===== src/ebrg_consts.vh =====
// Constants for the external bus request and grant block
// Summary of operation
// - A request caught in a processor cycle is recognised in the next cycle, else in the one after.
// - Grant goes low in the processor cycle after the one where the request was recognised.
// - The request may arrive asynchronously; the block synchronises it itself.
// - On grant, selects and strobes are released after a clock output rising edge, before grant falls.
`ifndef EBRG_CONSTS_VH
`define EBRG_CONSTS_VH
`define EBRG_CLK_MHZ        10
`define EBRG_REQ_PULSE_NS   10
`define EBRG_CYC_DIV        2
`define EBRG_ST_OWN         3'h0
`define EBRG_ST_SEEN        3'h1
`define EBRG_ST_RELEASE     3'h2
`define EBRG_ST_GRANTED     3'h3
`define EBRG_ST_RETURN      3'h4
`endif


===== src/ebrg_top.v =====
// Bus request and grant hand-over with strobe release
`timescale 1ns/1ps
`default_nettype none
`include "ebrg_consts.vh"
module ebrg_top (
  // Clock and reset
  input  wire sys_clk,
  input  wire arst_n,
  // Request from outside master
  input  wire bus_request_n,
  // Internal memory strobes from the core
  input  wire core_dms_n,
  input  wire core_pms_n,
  input  wire core_bms_n,
  input  wire core_rd_n,
  input  wire core_wr_n,
  // Processor clock output
  output reg  processor_clock_output,
  // Grant to outside master
  output reg  bus_grant_n,
  // Selects and strobes with output enables
  output reg  data_memory_select_n,
  output reg  data_memory_select_oe,
  output reg  program_memory_select_n,
  output reg  program_memory_select_oe,
  output reg  boot_memory_select_n,
  output reg  boot_memory_select_oe,
  output reg  rd_n,
  output reg  rd_oe,
  output reg  wr_n,
  output reg  wr_oe,
  // Core is held off the bus
  output reg  bus_held
);
  wire       req_n_s;
  reg        cyc_q;
  wire       cyc_end;
  reg  [2:0] state_q;
  reg  [2:0] state_d;
  wire       drive;

  // Asynchronous request synchronised in house
  ebrg_sync #(.RST_VAL(1'b1)) u_req_sync (
    .sys_clk (sys_clk),
    .arst_n  (arst_n),
    .din     (bus_request_n),
    .dout    (req_n_s)
  );

  // Processor cycle: clock output high then low, one sys_clk each
  always @(posedge sys_clk or negedge arst_n) begin
    if (!arst_n) begin
      cyc_q                  <= 1'b0;
      processor_clock_output <= 1'b0;
    end else begin
      cyc_q                  <= ~cyc_q;
      processor_clock_output <= ~cyc_q;
    end
  end

  // First sys_clk of a processor cycle, clock output high; next edge lowers clock output
  assign cyc_end = cyc_q;

  // Hand-over sequencer, gated steps on clock output falling edges
  always @* begin
    state_d = state_q;
    case (state_q)
      `EBRG_ST_OWN: begin
        // Request sampled in this cycle is recognised here
        if (!req_n_s && cyc_end) state_d = `EBRG_ST_SEEN;
      end
      `EBRG_ST_SEEN: begin
        // Release after the clock output rising edge
        state_d = `EBRG_ST_RELEASE;
      end
      `EBRG_ST_RELEASE: begin
        // Grant in the cycle after recognition
        if (cyc_end) state_d = `EBRG_ST_GRANTED;
      end
      `EBRG_ST_GRANTED: begin
        if (req_n_s && cyc_end) state_d = `EBRG_ST_RETURN;
      end
      `EBRG_ST_RETURN: begin
        state_d = `EBRG_ST_OWN;
      end
      default: state_d = `EBRG_ST_OWN;
    endcase
  end

  always @(posedge sys_clk or negedge arst_n) begin
    if (!arst_n) state_q <= `EBRG_ST_OWN;
    else         state_q <= state_d;
  end

  // Drive only while owning, and in the cycle of recognition
  assign drive = (state_d == `EBRG_ST_OWN) ||
                 (state_d == `EBRG_ST_SEEN);

  always @(posedge sys_clk or negedge arst_n) begin
    if (!arst_n) begin
      bus_grant_n              <= 1'b1;
      bus_held                 <= 1'b0;
      data_memory_select_n     <= 1'b1;
      data_memory_select_oe    <= 1'b0;
      program_memory_select_n  <= 1'b1;
      program_memory_select_oe <= 1'b0;
      boot_memory_select_n     <= 1'b1;
      boot_memory_select_oe    <= 1'b0;
      rd_n                     <= 1'b1;
      rd_oe                    <= 1'b0;
      wr_n                     <= 1'b1;
      wr_oe                    <= 1'b0;
    end else begin
      // Grant low only once strobes already released
      bus_grant_n <= ~(state_d == `EBRG_ST_GRANTED);
      bus_held    <= ~drive;
      data_memory_select_oe    <= drive;
      program_memory_select_oe <= drive;
      boot_memory_select_oe    <= drive;
      rd_oe                    <= drive;
      wr_oe                    <= drive;
      data_memory_select_n     <= drive ? core_dms_n : 1'b1;
      program_memory_select_n  <= drive ? core_pms_n : 1'b1;
      boot_memory_select_n     <= drive ? core_bms_n : 1'b1;
      rd_n                     <= drive ? core_rd_n  : 1'b1;
      wr_n                     <= drive ? core_wr_n  : 1'b1;
    end
  end
endmodule // ebrg_top
`default_nettype wire


===== src/ebrg_sync.v =====
// Two flip-flop synchroniser for one level
`timescale 1ns/1ps
`default_nettype none
module ebrg_sync #(
  parameter RST_VAL = 1'b1
) (
  // Clock and reset
  input  wire sys_clk,
  input  wire arst_n,
  // Level in and out
  input  wire din,
  output wire dout
);
  reg meta_q;
  reg sync_q;

  always @(posedge sys_clk or negedge arst_n) begin
    if (!arst_n) begin
      meta_q <= RST_VAL;
      sync_q <= RST_VAL;
    end else begin
      meta_q <= din;
      sync_q <= meta_q;
    end
  end

  assign dout = sync_q;
endmodule // ebrg_sync
`default_nettype wire


===== config.mk =====
export PLATFORM = sky130hd
export DESIGN_NAME = ebrg_top
export DESIGN_NICKNAME = d
export VERILOG_FILES = /design/src/ebrg_top.v /design/src/ebrg_sync.v
export VERILOG_INCLUDE_DIRS = /design/src /design/src/src
export SDC_FILE = /design/constraint.sdc
export NUM_CORES = 1
export LEC_CHECK = 0
export ABC_AREA = 0
export BUFFER_PORTS_ARGS = -buffer_cell sky130_fd_sc_hd__buf_4
export CAP_MARGIN = 20
export CORE_AREA = 2 2 39 41
export DETAILED_ROUTE_END_ITERATION = 16
export DIE_AREA = 0 0 41 43
export MAX_ROUTING_LAYER = met4
export PLACE_DENSITY = 0.7
export SKIP_CTS_REPAIR_TIMING = 1
export SLEW_MARGIN = 20
export SYNTH_ARGS = -nofsm -noshare
export SYNTH_HDL_FRONTEND = slang
export SYNTH_SLANG_ARGS = --single-unit

===== constraint.sdc =====
create_clock -name sys_clk -period 1.25 [get_ports sys_clk]
set_input_delay 0.1875 -clock sys_clk [delete_from_list [all_inputs] [get_ports sys_clk]]
set_output_delay 0.1875 -clock sys_clk [all_outputs]
set_load 0.02 [all_outputs]

=== Yosys cells after proc, flatten, opt, wreduce, memory -nomap -nowiden ===
Cells that the tools add are included.

* Input bits: 8
* Logic and storage cells: 35
* Output and inout bits: 13
* Register bits: 14

* Reduce and logical (&&, ||, !) cells: 6
* Eq/ne operators: 5
* Mux-type cells: 9
* Bitwise gates (word level): 3

{| class="wikitable"
|+ Operators by type and width
! kind !! number
|-
| case mux 3 bit (4 select lines) || 1
|-
| equality test 3 x 2 -> 1 bit, second input constant || 3
|-
| 2-to-1 mux 3 bit || 3
|-
| equality test 3 x 1 -> 1 bit, second input constant || 2
|-
| logical NOT 3 bit || 2
|-
| 2-to-1 mux 1 bit || 5
|-
| inverter 1 bit || 3
|-
| logical AND 1 bit || 2
|-
| logical NOT 1 bit || 1
|-
| logical OR 1 bit || 1
|}

=== Logic depth before layout (Yosys ltp) ===
* Word-level depth: 7
* Mapped depth: 2
* Gate-level depth less buffers: 2

=== Cells and area by module ===
Synthesis repeated with hierarchy kept, for this count alone.

* Cells, all modules: 35
* Area total of the unflattened synthesis: 510.5 um^2

{| class="wikitable"
|+ Modules (own cells, without submodules)
! module !! cells an instance !! sequential area each (um^2) !! area an instance (um^2) !! instances
|-
| ebrg_top || 33 || 307.8 || 457.9 || 1
|-
| ebrg_sync || 2 || 52.6 || 52.6 || 1
|}

=== Least setup slack after synthesis ===
No wires, ideal clock.

* Path type: reg2reg
* From: reg cyc_q (netlist: cyc_end)
* To: reg state_q[0]
* Data required time: 1163 ps
* Library setup time: 87 ps
* Stages on the path, launching flop included: 3
* Arrival time: 873 ps
* Period minus slack after synthesis: 960 ps
* Buffers on the path: 0
* Setup slack: 290 ps
* Cell sequence: dfrtp_1 > a21bo_1 > a211oi_2

* Cells in the longest elaborated chain, start to end: 3
* Elaborated cells between the ends (all ways): 6
* Those cells by class: 4 x mux; 2 x reduce/logical

{| class="wikitable"
|+ Ends and longest elaborated chain
! what !! RTL line !! source
|-
| from (decl) || ebrg_top.v:36 || <nowiki>reg cyc_q;</nowiki>
|-
| from (signal assigned) || ebrg_top.v:56 || <nowiki>cyc_q <= ~cyc_q;</nowiki>
|-
| logical AND 1 bit, on equally long branches || ebrg_top.v:81, ebrg_top.v:70 ||
|-
| 2-to-1 mux 3 bit, on equally long branches || ebrg_top.v:81, ebrg_top.v:70 ||
|-
| case mux 3 bit (4 select lines) (*) || ebrg_top.v:67 || <nowiki>case (state_q)</nowiki>
|-
| named net state_d[0] || ebrg_top.v:39 || <nowiki>reg [2:0] state_d;</nowiki>
|-
| to (signal assigned) || ebrg_top.v:91 || <nowiki>if (!arst_n) state_q <= `EBRG_ST_OWN;</nowiki>
|-
| to (signal assigned) || ebrg_top.v:92 || <nowiki>else state_q <= state_d;</nowiki>
|-
| to (decl) || ebrg_top.v:38 || <nowiki>reg [2:0] state_q;</nowiki>
|}

The timed path passes the listed nets; every way through them passes the cells marked *.

=== Worst setup path in the final report ===
* From: reg data_memory_select_n
* To: out data_memory_select_n

{| class="wikitable"
|+ RTL lines
! what !! RTL line !! source
|-
| from (decl) || ebrg_top.v:22 || <nowiki>output reg data_memory_select_n,</nowiki>
|-
| from (signal assigned) || ebrg_top.v:122 || <nowiki>data_memory_select_n <= drive ? core_dms_n : 1'b1;</nowiki>
|}

No word-level cell between the ends.

==> metrics.md <==
| Metric | Value |
|---|---|
| Post-route cell area | `about 700 sq um` |
| Die height | `around 43 um` |
| Flop2flop setup slack | `between 0.2 and 0.3 ns` |
| Slew margin rel. | `0.784` |
| Initial DRC count | `3` |
| Buffers and inverters on the worst path | `1` |
| Crit-path slowest cell | `dfstp_2` |
| Total negative slack | `0 ns` |
| Slew @ Worst Pin | `between 0.3 and 0.4 ns` |
| Crit Path Max Fanout | `1` |
| CP Cell Sequence | `buf_4` |
| Critical Path Start Type | `flip-flop` |
| Post-route DRC violation count | `0` |
| CTS sink count | `14` |
| Cts bufs inserted | `3` |
| Clk_lat worst skew | `approximately 0.26 ns` |
| Flops & latches, synth | `14` |
| Row count | `14` |
| I/O pin count | `21` |
| Setup CP Type | `reg -> out` |
| Yosys cell types | `13` |
| Syn_area_per_cell | `14.9 sq um` |
| Slew Viols, Final | `0` |
| Synth Cell Area | `around 500 sq um` |
| Fillers | `around 130` |
| Most common cell after layout, fill and taps aside | `buf_4` |
| ANT nets after route | `0` |
| Final wirelength | `just over 800 um` |
| DIE WIDTH | `41 um` |
| First-pass GRT wire length | `between 1000 and 1500 um` |
| Final core occ | `0.501` |
| Total chip power | `between 1500 and 2000 uW` |
| Clock buffer depth | `2` |
| Placer Congestion | `about 0.65` |
| Placed instance area | `between 600 and 700 sq um` |
| Non-filler instance count after layout | `71` |
| DIE AREA | `around 1800 sq um` |
| Worst min path class | `in -> reg` |
| Outcome | `finished clean` |
| Vias | `about 320` |
| Vias in the first global route | `330` |
| Placeable Area | `1380 sq um` |
| Pwr/cell area | `~2300 nW/um^2` |
| Post-synth top area share | `0.415` |
| Sequential fraction of the synthesis area | `0.711` |
| RSZ-0062 raised after global routing | `no` |
| Syn-to-layout area delta | `36.8%` |
| Yosys synthesis warning count | `0` |
| GRT Overall Usage | `0.126` |
| DR WL/cell | `11.5 um` |
| Worst EP arrival | `between 0.9 and 1 ns` |
| Max-Cap Viols | `0` |
| Commonest cells after routing, fill and taps aside | `buf_4 (20), dfstp_2 (8), dfrtp_1 (6), nand2b_1 (5)` |
| Worst path max stage delay | `0.53 ns` |
| Synth Instances | `34` |
| Largest net degree at the start of global routing | `15` |
| Clock transition at the registers of the reported paths | `approximately 0.080 ns` |
| Overflow after GRT | `0` |
| Syn Nets | `42` |
| VDD IR max | `~0.00086 V` |
| Largest area contributor in the netlist | `dfstp_2` |
| Vias/cell | `around 4.5` |
| Nets | `between 60 and 70` |
| Starting Density | `0.366` |
| Setup violations, final | `0` |
| Crit share post-route | `0.893` |
| Hold Fails Final Rpt | `0` |
| Largest cells by area after synthesis | `dfstp_2 (41%), dfrtp_1 (30%), nand2b_1 (6.2%)` |
| Worst path required time | `roughly 1.1 ns` |
| H-tree levels | `1` |
| Share of post-route cells with drive strength above 1 | `0.618` |
| Clk root buf | `clkbuf_4` |
| ANT cells | `0` |
| Dpl cells | `between 60 and 70` |
| Fmax | `895 MHz` |
| CTS tree | `done` |
| Initial antenna violation count | `0` |
| I/O Buffers | `20` |
| Fin Clk Skew | `~0.0022 ns` |
| Delay-heaviest family, CP | `flip-flops` |
| Tmin final | `1.12 ns` |
| Critical path endpoint category | `output pin` |
| Detail Placement HPWL | `~650 um` |
| P_leak | `roughly 0.00032 uW` |
| Drt pass-1 iters | `2` |
routing by layer:
metal,global-route usage,vias up,share of wire
met5,-,-,0
met3,0.0471,2,0.071
met1,0.146,151,0.42
li1,-,149,-
met2,0.184,15,0.49
met4,0.0600,0,0.013
synthesized netlist by cell type:
cell	n
a211oi_2	1
a41oi_1	1
inv_1	3
buf_4	4
o21bai_2	1
nor3b_1	1
dfrtp_1	6
dfstp_2	8
a21bo_1	1
o2111ai_1	1
nand3_1	1
mux2i_1	1
nand2b_1	5
through the flow:
step                      hold slack [ns]  setup slack [ns]
after global routing              0.00456            0.0993
after floorplan                    -0.108             0.290
after global placement             0.0408             0.302
final                              0.0248             0.133
after detailed placement           0.0416             0.261
after CTS                          -0.254             0.121
worst paths after layout:
kind,to,start,cells after the start
worst max-delay path,data_memory_select_n,data_memory_select_n$_DFF_PN1_,1
worst min-delay path,u_req_sync.meta_q$_DFF_PN1_,bus_request_n,1
worst max register to register,state_q[1]$_DFF_PN0_,state_q[0]$_DFF_PN0_,2
worst min register to register,u_req_sync.dout$_DFF_PN1_,u_req_sync.meta_q$_DFF_PN1_,0
max in group asynchronous,u_req_sync.dout$_DFF_PN1_,arst_n,2
min in group asynchronous,state_q[2]$_DFF_PN0_,arst_n,2
registers in the layout, summed over array words and instances, names as in the netlist:
register / flops
state_q: 3
boot_memory_select_n: 1
bus_grant_n: 1
bus_held: 1
cyc_end: 1
data_memory_select_n: 1
program_memory_select_n: 1
rd_n: 1
u_req_sync.dout: 1
u_req_sync.meta_q: 1
wr_n: 1
wr_oe: 1
power by group:
group          total [uW]  leakage [uW]  switching (uW)  internal (uW)
clock                 304     0.0000210             127            177
combinational         608      0.000148             324            284
sequential            709      0.000153            94.1            615
cell type report:
type / instances / area [sq um] / area share
tap: 16 / 20.0 / 0.0289
clock buffer: 4 / 36.3 / 0.0523
multi-input combinational: 13 / 105 / 0.152
sequential: 14 / 360 / 0.520
timing repair buffer: 21 / 160 / 0.231
inverter: 3 / 11.3 / 0.0162
logic make-up after synthesis:
group	Yosys count	share of synthesized area
DFF	14	0.711
and+or+nand+nor	7	0.0864
buffers and inverters	7	0.0815
AOI/OAI and AO/OA	5	0.101
muxes	1	0.0198
Note: power is estimated with default switching activity, not from simulation.
